### src/shared/line_timing_pkg.sv
package line_timing_pkg;
  // Clock and line oscillator
  localparam int CLK_MHZ = 50;
  localparam int CLK_HZ = CLK_MHZ * 1000000;
  localparam int OSC_HZ = 500000;
  localparam int OSC_DIV = CLK_HZ / OSC_HZ;
  localparam int DIV_STAGES = 5;
  localparam int LINE_OSC = 2 ** DIV_STAGES;
  localparam int LINE_CYC = LINE_OSC * OSC_DIV;
  localparam int POS_W = 12;
  // Times in ns, least times rounded up to clock cycles
  localparam int RESET_NS = 6500;
  localparam int REF_DELAY_NS = 2600;
  localparam int WINDOW_NS = 16000;
  localparam int PULSE_NS = 29000;
  localparam int COINC_NS = 2000;
  localparam int BLANK_NS = 12000;
  localparam int REF_NS = 2000;
  localparam int RESET_CYC = (RESET_NS * CLK_MHZ + 999) / 1000;
  localparam int REF_DELAY_CYC = (REF_DELAY_NS * CLK_MHZ + 999) / 1000;
  localparam int WINDOW_CYC = (WINDOW_NS * CLK_MHZ + 999) / 1000;
  localparam int PULSE_CYC = (PULSE_NS * CLK_MHZ + 999) / 1000;
  localparam int COINC_CYC = (COINC_NS * CLK_MHZ + 999) / 1000;
  localparam int BLANK_CYC = (BLANK_NS * CLK_MHZ + 999) / 1000;
  localparam int REF_CYC = (REF_NS * CLK_MHZ + 999) / 1000;
  // Positions within the line, zero at the sawtooth falling edge
  localparam int SYNC_MID_POS = 200;
  localparam int COINC_POS = SYNC_MID_POS - COINC_CYC / 2;
  localparam int REF_POS = SYNC_MID_POS + REF_DELAY_CYC;
  // Frame lines free of line-trace gating
  localparam int LINE_NUM_W = 10;
  localparam logic [9:0] FREE_FIRST_LINE = 10'h008;
  localparam logic [9:0] FREE_LAST_LINE = 10'h015;
  // Register map
  localparam logic [3:0] CTRL_OFS = 4'h0;
  localparam logic [3:0] STATUS_OFS = 4'h4;
  localparam logic [3:0] SYNCW_OFS = 4'h8;
  localparam int CTRL_SHORT_BIT = 0;
  localparam int CTRL_INHIBIT_BIT = 1;
  localparam int ST_VIDEO_BIT = 0;
  localparam int ST_DRIVE_BIT = 1;
  localparam int ST_PULSE_BIT = 2;
  localparam int ST_OSC_LSB = 8;
  localparam int ST_LINE_LSB = 16;
  localparam logic [1:0] CTRL_RESET = 2'h0;
  typedef enum {DRV_IDLE, DRV_PULSE} drive_state_t;
endpackage : line_timing_pkg

### src/logic/line_window.sv
// Flags the line positions start .. start+len-1
module line_window #(
  parameter int START = 0,
  parameter int LEN = 1,
  parameter int W = 12
) (
  input wire logic [W-1:0] pos_i,
  output logic hit_o
);
  localparam logic [W-1:0] FIRST = W'(START);
  localparam logic [W-1:0] LAST = W'(START + LEN - 1);

  assign hit_o = (pos_i >= FIRST) && (pos_i <= LAST);
endmodule : line_window

### src/logic/line_phase_inhibit_timing.sv
// The Wishbone slave port and the placing of the registers were decided locally.
module line_phase_inhibit_timing #(
  parameter int RESET_CYC = line_timing_pkg::RESET_CYC,
  parameter int WINDOW_CYC = line_timing_pkg::WINDOW_CYC,
  parameter int PULSE_CYC = line_timing_pkg::PULSE_CYC,
  parameter int REF_DELAY_CYC = line_timing_pkg::REF_DELAY_CYC
) (
  input wire logic clk_i,
  input wire logic rst_i,
  input wire logic wb_cyc_i,
  input wire logic wb_stb_i,
  input wire logic wb_we_i,
  input wire logic [3:0] wb_adr_i,
  input wire logic [3:0] wb_sel_i,
  input wire logic [31:0] wb_dat_i,
  output logic [31:0] wb_dat_o,
  output logic wb_ack_o,
  input wire logic line_sync_i,
  input wire logic frame_retrace_inhibit_i,
  input wire logic extracted_frame_sync_i,
  input wire logic mod_edge_i,
  input wire logic mod_disable_i,
  input wire logic startup_inhibit_i,
  input wire logic flyback_i,
  input wire logic safety_inhibit_i,
  output logic comparator_gate_long_o,
  output logic comparator_gate_short_o,
  output logic sawtooth_reset_o,
  output logic phase_ref_o,
  output logic drive_o
);
  localparam int PW = line_timing_pkg::POS_W;
  localparam int LW = line_timing_pkg::LINE_NUM_W;
  localparam logic [PW-1:0] LINE_LAST = PW'(line_timing_pkg::LINE_CYC - 1);
  localparam logic [PW-1:0] LINE_LEN = PW'(line_timing_pkg::LINE_CYC);
  localparam logic [PW-1:0] MID_POS = PW'(line_timing_pkg::SYNC_MID_POS);
  localparam logic [PW-1:0] REF_AT = PW'(line_timing_pkg::SYNC_MID_POS
                                        + REF_DELAY_CYC);
  localparam logic [PW-1:0] WIN_LAST = PW'(WINDOW_CYC - 1);
  localparam logic [PW-1:0] PULSE_LAST = PW'(PULSE_CYC - 1);
  localparam logic [PW-1:0] OSC_DIV_W = PW'(line_timing_pkg::OSC_DIV);
  localparam logic [LW-1:0] LINE_MAX = '1;

  generate
    if (PULSE_CYC < 1 || PULSE_CYC >= line_timing_pkg::LINE_CYC ||
        WINDOW_CYC < 1 || WINDOW_CYC >= line_timing_pkg::LINE_CYC ||
        RESET_CYC < 1 || RESET_CYC >= line_timing_pkg::LINE_CYC ||
        line_timing_pkg::SYNC_MID_POS + REF_DELAY_CYC +
        line_timing_pkg::REF_CYC >= line_timing_pkg::LINE_CYC) begin : g_chk
      $error("line_phase_inhibit_timing: timing counts do not fit a line");
    end
  endgenerate

  ////////////////////////////////////////////////////////////////////////////
  // Line timebase, resynchronised at the middle of line sync
  logic [PW-1:0] pos_reg;
  logic [PW-1:0] pos_next;
  logic [PW-1:0] syncw_reg;
  logic [PW-1:0] syncw_last_reg;
  logic sync_prev_reg;
  logic [LW-1:0] line_num_reg;
  logic frame_sync_prev_reg;

  wire sync_rise = line_sync_i & ~sync_prev_reg;
  wire sync_fall = ~line_sync_i & sync_prev_reg;
  wire [PW:0] mid_sum = {1'b0, MID_POS} + {2'b00, syncw_reg[PW-1:1]};
  wire [PW-1:0] mid_load = (mid_sum >= {1'b0, LINE_LEN}) ?
                           PW'(mid_sum - {1'b0, LINE_LEN}) : mid_sum[PW-1:0];
  wire line_wrap = (pos_reg == LINE_LAST);
  wire frame_start = extracted_frame_sync_i & ~frame_sync_prev_reg;
  wire [4:0] osc_period = 5'(pos_reg / OSC_DIV_W);

  assign pos_next = sync_fall ? mid_load :
                    line_wrap ? '0 : pos_reg + 1'b1;

  always_ff @(posedge clk_i) begin
    if (rst_i) begin
      pos_reg <= '0;
      syncw_reg <= '0;
      syncw_last_reg <= '0;
      sync_prev_reg <= 1'b0;
      frame_sync_prev_reg <= 1'b0;
    end else begin
      pos_reg <= pos_next;
      sync_prev_reg <= line_sync_i;
      frame_sync_prev_reg <= extracted_frame_sync_i;
      if (sync_rise) begin
        syncw_reg <= PW'(1);
      end else if (line_sync_i && syncw_reg != '1) begin
        syncw_reg <= syncw_reg + 1'b1;
      end
      if (sync_fall) begin
        syncw_last_reg <= syncw_reg;
      end
    end
  end

  always_ff @(posedge clk_i) begin
    if (rst_i) begin
      line_num_reg <= '0;
    end else if (frame_start) begin
      line_num_reg <= '0;
    end else if (line_wrap && line_num_reg != LINE_MAX) begin
      line_num_reg <= line_num_reg + 1'b1;
    end
  end

  ////////////////////////////////////////////////////////////////////////////
  // Position windows
  logic saw_hit;
  logic coinc_hit;
  logic ref_hit;
  logic blank_hit;
  logic win_hit;

  line_window #(.START(0), .LEN(RESET_CYC), .W(PW)) u_saw (
    .pos_i(pos_reg), .hit_o(saw_hit));
  line_window #(.START(line_timing_pkg::COINC_POS),
    .LEN(line_timing_pkg::COINC_CYC), .W(PW)) u_coinc (
    .pos_i(pos_reg), .hit_o(coinc_hit));
  line_window #(.START(line_timing_pkg::SYNC_MID_POS + REF_DELAY_CYC),
    .LEN(line_timing_pkg::REF_CYC), .W(PW)) u_ref (
    .pos_i(pos_reg), .hit_o(ref_hit));
  line_window #(.START(0), .LEN(line_timing_pkg::BLANK_CYC), .W(PW)) u_blank (
    .pos_i(pos_reg), .hit_o(blank_hit));
  line_window #(.START(0), .LEN(WINDOW_CYC), .W(PW)) u_win (
    .pos_i(pos_reg), .hit_o(win_hit));

  ////////////////////////////////////////////////////////////////////////////
  // Video presence and comparator gating
  logic coinc_seen_reg;
  logic video_present_reg;
  logic ctrl_short_reg;
  logic ctrl_inhibit_reg;

  always_ff @(posedge clk_i) begin
    if (rst_i) begin
      coinc_seen_reg <= 1'b0;
      video_present_reg <= 1'b0;
    end else if (line_wrap) begin
      video_present_reg <= coinc_seen_reg | (coinc_hit & line_sync_i);
      coinc_seen_reg <= 1'b0;
    end else if (coinc_hit && line_sync_i) begin
      coinc_seen_reg <= 1'b1;
    end
  end

  localparam logic [LW-1:0] FREE_FIRST = line_timing_pkg::FREE_FIRST_LINE;
  localparam logic [LW-1:0] FREE_LAST = line_timing_pkg::FREE_LAST_LINE;
  wire blanking_window = (line_num_reg >= FREE_FIRST) &&
                         (line_num_reg <= FREE_LAST);
  wire line_trace_gate = ~blank_hit;
  wire frame_gate = frame_retrace_inhibit_i | extracted_frame_sync_i;
  wire gate_long = video_present_reg &
                   (frame_gate | (~blanking_window & line_trace_gate));
  wire gate_frame = video_present_reg & frame_gate;
  wire gate_long_next = ctrl_short_reg ? gate_frame : gate_long;
  wire gate_short_next = ctrl_short_reg ? gate_frame : 1'b1;

  ////////////////////////////////////////////////////////////////////////////
  // Line drive flip-flop
  line_timing_pkg::drive_state_t drv_state_reg;
  line_timing_pkg::drive_state_t drv_state_next;
  logic [PW-1:0] drv_cnt_reg;
  logic fired_reg;
  logic mod_prev_reg;

  wire mod_rise = mod_edge_i & ~mod_prev_reg;
  wire set_req = ~fired_reg & win_hit &
                 (mod_rise | mod_disable_i | pos_reg == WIN_LAST);
  wire inhibit = startup_inhibit_i | flyback_i | safety_inhibit_i |
                 ctrl_inhibit_reg;

  always_comb begin
    drv_state_next = drv_state_reg;
    case (drv_state_reg)
      line_timing_pkg::DRV_IDLE: begin
        if (set_req) begin
          drv_state_next = line_timing_pkg::DRV_PULSE;
        end
      end
      line_timing_pkg::DRV_PULSE: begin
        if (drv_cnt_reg == PULSE_LAST) begin
          drv_state_next = line_timing_pkg::DRV_IDLE;
        end
      end
      default: drv_state_next = line_timing_pkg::DRV_IDLE;
    endcase
  end

  wire pulse_next = (drv_state_next == line_timing_pkg::DRV_PULSE);

  always_ff @(posedge clk_i) begin
    if (rst_i) begin
      drv_state_reg <= line_timing_pkg::DRV_IDLE;
      drv_cnt_reg <= '0;
      fired_reg <= 1'b0;
      mod_prev_reg <= 1'b0;
    end else begin
      drv_state_reg <= drv_state_next;
      mod_prev_reg <= mod_edge_i;
      drv_cnt_reg <= (drv_state_reg == line_timing_pkg::DRV_PULSE) ?
                     drv_cnt_reg + 1'b1 : '0;
      if (line_wrap) begin
        fired_reg <= 1'b0;
      end else if (set_req) begin
        fired_reg <= 1'b1;
      end
    end
  end

  ////////////////////////////////////////////////////////////////////////////
  // Registered outputs
  always_ff @(posedge clk_i) begin
    if (rst_i) begin
      comparator_gate_long_o <= 1'b0;
      comparator_gate_short_o <= 1'b0;
      sawtooth_reset_o <= 1'b0;
      phase_ref_o <= 1'b0;
      drive_o <= 1'b1;
    end else begin
      comparator_gate_long_o <= gate_long_next;
      comparator_gate_short_o <= gate_short_next;
      sawtooth_reset_o <= saw_hit;
      phase_ref_o <= ref_hit;
      drive_o <= inhibit | pulse_next;
    end
  end

  ////////////////////////////////////////////////////////////////////////////
  // Wishbone slave, answers one cycle after the request
  wire req = wb_cyc_i & wb_stb_i & ~wb_ack_o;
  wire wr_ctrl = req & wb_we_i & wb_sel_i[0] &
                 (wb_adr_i == line_timing_pkg::CTRL_OFS);
  wire [31:0] ctrl_word = {30'h0, ctrl_inhibit_reg, ctrl_short_reg};
  wire [31:0] status_word = {6'h0, line_num_reg, 3'h0, osc_period, 5'h0,
                             drv_state_reg == line_timing_pkg::DRV_PULSE,
                             drive_o, video_present_reg};
  wire [31:0] rd_word = (wb_adr_i == line_timing_pkg::CTRL_OFS) ? ctrl_word :
                        (wb_adr_i == line_timing_pkg::STATUS_OFS) ?
                        status_word :
                        (wb_adr_i == line_timing_pkg::SYNCW_OFS) ?
                        {20'h0, syncw_last_reg} : 32'h0;

  always_ff @(posedge clk_i) begin
    if (rst_i) begin
      wb_ack_o <= 1'b0;
      wb_dat_o <= 32'h0;
      ctrl_short_reg <= line_timing_pkg::CTRL_RESET[0];
      ctrl_inhibit_reg <= line_timing_pkg::CTRL_RESET[1];
    end else begin
      wb_ack_o <= req;
      wb_dat_o <= req ? rd_word : 32'h0;
      if (wr_ctrl) begin
        ctrl_short_reg <= wb_dat_i[line_timing_pkg::CTRL_SHORT_BIT];
        ctrl_inhibit_reg <= wb_dat_i[line_timing_pkg::CTRL_INHIBIT_BIT];
      end
    end
  end

  ////////////////////////////////////////////////////////////////////////////
  // Checks
  logic [PW-1:0] saw_run_reg;
  always_ff @(posedge clk_i) begin
    if (rst_i || !sawtooth_reset_o) begin
      saw_run_reg <= '0;
    end else begin
      saw_run_reg <= saw_run_reg + 1'b1;
    end
  end

  // Pulse too long for a plain delay, so its cycles are counted
  logic [PW-1:0] pulse_run_reg;
  always_ff @(posedge clk_i) begin
    if (rst_i || drv_state_reg != line_timing_pkg::DRV_PULSE) begin
      pulse_run_reg <= '0;
    end else begin
      pulse_run_reg <= pulse_run_reg + 1'b1;
    end
  end
endmodule : line_phase_inhibit_timing

### config.mk
export PLATFORM = sky130hd
export DESIGN_NAME = line_phase_inhibit_timing
export DESIGN_NICKNAME = d
export VERILOG_FILES = /design/src/shared/line_timing_pkg.sv /design/src/logic/line_window.sv /design/src/logic/line_phase_inhibit_timing.sv
export SDC_FILE = /design/constraint.sdc
export NUM_CORES = 1
export LEC_CHECK = 0
export BUFFER_PORTS_ARGS = -buffer_cell sky130_fd_sc_hd__buf_2
export CORE_MARGIN = 2
export CORE_UTILIZATION = 55
export CTS_BUF_LIST = sky130_fd_sc_hd__clkbuf_4
export DETAILED_ROUTE_END_ITERATION = 7
export PLACE_DENSITY = 0.77
export SLEW_MARGIN = 20
export SYNTH_ARGS = -nofsm -noshare
export SYNTH_HDL_FRONTEND = slang
export SYNTH_SLANG_ARGS = --single-unit
### constraint.sdc
create_clock -name clk_i -period 7.4 [get_ports clk_i]
set_input_delay 1.11 -clock clk_i [delete_from_list [all_inputs] [get_ports clk_i]]
set_output_delay 1.11 -clock clk_i [all_outputs]
set_load 0.1 [all_outputs]
# == Word level (Yosys, flattened, before mapping) ==
# Cells that the tools add are included.
# classes
add_sub_neg,6
div_mod_pow,1
order_cmp,11
n_eq_ne,10
muxes,13
n_bitwise,35
reduce_logical,20
# ops
cell,n
"32-bit by 2-bit == test with 1-bit output, second input constant",2
32-bit 2-to-1 mux,2
32-bit one-hot mux with 2 select lines,1
12-bit 2-to-1 mux,4
"12-bit by 1-bit adder with 12-bit output, second input constant",3
"32-bit by 1-bit == test with 1-bit output, second input constant",1
32-bit zero test,1
26-bit 2-to-1 mux,1
"12-bit by 10-bit less-or-equal comparator with 1-bit output, second input constant",2
"12-bit by 9-bit less-or-equal comparator with 1-bit output, second input constant",2
1-bit bitwise AND,15
"8-bit by 11-bit adder with 12-bit output, first input constant",1
"12-bit by 7-bit divider with 12-bit output, second input constant",1
"12-bit by 10-bit == test with 1-bit output, second input constant",1
"12-bit by 11-bit == test with 1-bit output, second input constant",1
"12-bit == test, second input constant",1
"12-bit by 1-bit greater-or-equal comparator with 1-bit output, second input constant",1
"12-bit greater-or-equal comparator, second input constant",1
"12-bit by 8-bit greater-or-equal comparator with 1-bit output, second input constant",1
"12-bit by 9-bit greater-or-equal comparator with 1-bit output, second input constant",1
"12-bit by 8-bit less-or-equal comparator with 1-bit output, second input constant",1
"12-bit inequality test, second input constant",1
"12-bit subtractor, second input constant",1
1-bit NOT,11
16 further kinds,39
# totals
ff_bits,136
in_bits,53
out_inout_bits,38

# == Logic depth before layout (Yosys ltp) ==
# depth
word_depth,9
depth_mapped,15
depth_no_buf,11

# == Hierarchy ==
# A second synthesis with hierarchy kept.
# unflattened
cells_unflattened,660
area_unflattened_um2,5775.5
# by_module_without_submodules
mod,n_inst,cells_each,area_per_inst_um2,seq_area_each_um2
line_phase_inhibit_timing,1,633,5582.9,2542.4
line_window (u_ref),1,8,53.8,0.0
line_window (u_coinc),1,7,51.3,0.0
line_window (u_saw),1,5,40.0,0.0
line_window (u_blank),1,5,27.5,0.0
line_window (u_win),1,2,20.0,0.0

# == Least setup slack after synthesis ==
# Ideal clock, no wire load.
# synth_timing
kind,register -> register
start,reg pos_reg[10]
end,reg wb_dat_o[8]
setup_time_ns,0.120
arrival_ns,2.935
t_required_ns,7.280
slack_ns,4.345
path_stages_with_launch,14
path_buffers,2
cell_sequence,dfxtp_1 buf_6 a21oi_2 or2_1 a211o_1 or4_4 and3_1 a211o_1 buf_6 xnor2_1 a211o_1 o31a_1 o21ai_1 a21oi_1
# synth_via
elab_chain_cells,2
# synth_rtl
item,line,rtl
from (decl),line_phase_inhibit_timing.sv:56,logic [PW-1:0] pos_reg;
from (signal assigned),line_phase_inhibit_timing.sv:84,pos_reg <= pos_next;
12-bit by 7-bit divider with 12-bit output,line_phase_inhibit_timing.sv:71,wire [4:0] osc_period = 5'(pos_reg / OSC_DIV_W);
26-bit 2-to-1 mux,line_phase_inhibit_timing.sv:240,(wb_adr_i == line_timing_pkg::STATUS_OFS) ?
to (signal assigned),line_phase_inhibit_timing.sv:253,wb_dat_o <= req ? rd_word : 32'h0;
to (decl),line_phase_inhibit_timing.sv:16,"output logic [31:0] wb_dat_o,"
# No other way between the ends.
# A chain may end at the register's enable or synchronous reset.

# == Worst setup path in the final report ==
# layout_timing
start,reg pos_reg[9]
end,reg wb_dat_o[8]
# The elaborated chain is that of the path after synthesis.

==> metrics <==
Initial Util 55.8%; skew final 0.0209 ns; ys async rst share 0%; Synth Area in XOR/XNOR 6.87%; main flop type after synthesis dfxtp_1; Area Overhead vs Synth 10.1%; layout cells sized above 1 11.7%; Syn Area/Cell 8.34 um2; deepest clock path buffer count 2; Final Hold Vio Count 0; final period utilization 55.1%; Residual DRC 0; Worst Path Arrival 4.48 ns; Vias/cell 5.62; CP Launch Type flop; main combinational cell family by area after synthesis simple AND/OR/NAND/NOR gates; Post-synth EDFFs 0; Seq/Total Area, Yosys 42.4%; Placer Congestion 0.871; Post-DRT Antenna Nets 0; fillers 959; synthesized instance count 719; number of flip-flops in the largest register 32; Yosys cell types 70; Vias 5217; Max-Slew Margin vs Limit 37.0%; core area 10700 um2; min cycle time layout 4.08 ns; I/O Buffers 48; PostCTS Resize Cnt 0; Post-DP HPWL 9630 um; Slowest-stage cell, CP dfxtp_1; post-CTS setup buffers 0; ANT cells 0; leakage 2.60 nW; fmax 245 MHz; Final setup viols 0; Synth Area in Adders 3.28%; maxcap violations 0; most frequent cells in the layout dfxtp_1, nor2_1, nand2_1; Post-layout nets 843; final WL 13500 um; Synth Area in Simple Gates 25.8%; Synth Register Bits 127; status finished clean; Worst-Skew Late Latency 0.53 ns; H-tree depth 4; Crit path largest cell delay 0.95 ns; DIE AREA 11800 um2; post-synthesis cell area 6000 um2; area of the multi-input gates 3280 um2; commonest non-fill, non-tap cell in the layout dfxtp_1; Max VDD drop 0.153 mV; RSZ-0062 raised after global routing no; CP endpoint kind flop; Least-Margin Pin Slew 0.944 ns; vias in the first global route 4779; CTS sink cnt 127; worst path cell trace o31ai_1, a22o_1, or4b_4, and2_4, a311oi_1, nand2_1, a221oi_1, nor2_1, mux2i_1, o21ai_1, a21oi_1; Cell Rows 38; first-pass GRT wire length 22200 um; synth warn 0; initial antenna violation count 0; Die H 108 um; drt first pass iters 5; IO Pins 91; clock transition at the registers of the reported paths 0.10 ns; TNS Setup 0 ns; crit path max fanout 27; fin. max-slew vios 0; clock root buffer master clkbuf_4; largest net degree at the start of global routing 44; WHS 0.469 ns; TritonCTS Buffers 17; critical path required time 7.80 ns; CTS Hold Bufs 0; TritonCTS clock tree yes; mux cell area share after synthesis 1.00%; complex-gate fraction of the synthesized area 15.0%; Die W 108 um; GRT Overall Usage 23.9%; First DRT Iteration DRCs 439; HP Class flop to flop; mean routed wirelength per cell 14.5 um; Congestion Overflow GR 0; PD cells 194 nW/um2; register area 2540 um2; kind of critical path flop to flop
layer usage:
metal,wire length [um],GRT usage (%),up-vias
met5,0,0,-
met4,333,9.62,0
met3,859,5.67,35
met2,6440,40.0,189
met1,5840,29.6,2419
li1,-,-,2574
report_power, final:
group	leakage, nW	internal (W)	switching [W]	total, W
sequential	1.04	0.000698	0.0000151	0.000714
combinational	1.42	0.0000288	0.0000746	0.000103
clock	0.146	0.000226	0.000238	0.000463
total	2.60	0.000953	0.000328	0.00128
cell type report:
type                       count  area share, %
clock inverter                15           2.29
tap                          140           2.65
timing repair buffer          50           3.87
sequential                   127           38.5
clock buffer                  17           1.93
inverter                      19           1.08
multi-input combinational    561           49.7
stage by stage:
stage / utilization [%] / total power, W / instance area, um2 / std cells / setup slack (ns)
3_3_place_gp: 58.7 / 0.000827 / 6310 / 897 / 3.51
2_1_floorplan: - / 0.000813 / 6140 / 758 / 4.34
3_5_place_dp: 58.8 / 0.000830 / 6310 / 897 / 3.47
5_1_grt: 61.4 / 0.00133 / 6600 / 929 / 2.97
4_1_cts: 61.4 / 0.00129 / 6590 / 929 / 3.43
6_report: 61.4 / 0.00128 / 6600 / 929 / 3.32
synthesized netlist by cell type, types with 3 or more instances:
cell | n | area [um2]
a211o_1 | 5 | 43.8
buf_4 | 13 | 97.6
nor2_1 | 94 | 353
o21a_1 | 5 | 37.5
ha_1 | 14 | 175
or3_1 | 3 | 18.8
o31a_1 | 3 | 26.3
nor3_1 | 17 | 85.1
a22oi_1 | 4 | 30.0
or2_2 | 4 | 25.0
dfxtp_1 | 127 | 2540
a311oi_1 | 3 | 26.3
nand4_1 | 9 | 56.3
o21ai_0 | 16 | 80.1
a31oi_1 | 5 | 31.3
a21boi_0 | 3 | 22.5
a221oi_1 | 3 | 26.3
clkbuf_1 | 26 | 97.6
nand3_1 | 33 | 165
buf_2 | 3 | 15.0
xor2_1 | 25 | 219
a21oi_1 | 42 | 210
buf_1 | 6 | 22.5
nor2b_1 | 11 | 68.8
and2_1 | 3 | 18.8
buf_6 | 3 | 33.8
nand2b_1 | 6 | 37.5
inv_1 | 18 | 67.6
and3_1 | 26 | 163
mux2i_1 | 6 | 60.1
nand2_1 | 79 | 297
o211ai_1 | 6 | 45.0
o31ai_1 | 3 | 22.5
xnor2_1 | 22 | 193
nor4_1 | 14 | 87.6
a211oi_1 | 9 | 67.6
nand3b_1 | 6 | 45.0
cells by family after synthesis:
logic type | count (synthesis)
AOI/OAI and AO/OA | 133
muxes | 6
buffers and inverters | 70
xor gates and xnor gates | 47
and+or+nand+nor | 319
adders and majority gates | 16
other | 1
DFF | 127
worst max-delay path, delay by kind of cell (launching register included):
kind / cells / cell delay (ns)
AOI/OAI and AO/OA: 6 / 1.72
and+or+nand+nor: 4 / 1.11
DFF: 1 / 0.95
muxes: 1 / 0.16
final timing paths:
path	from	slack (ns)	depth (start not counted)	end
hold reg to reg	syncw_last_reg[6]	0.47	2	syncw_last_reg[6]
setup / recovery	pos_reg[9]	3.32	11	wb_dat_o[8]
setup reg to reg	pos_reg[9]	3.32	11	wb_dat_o[8]
hold / removal	syncw_last_reg[6]	0.47	2	syncw_last_reg[6]
Power figures use the tool's default switching activity.
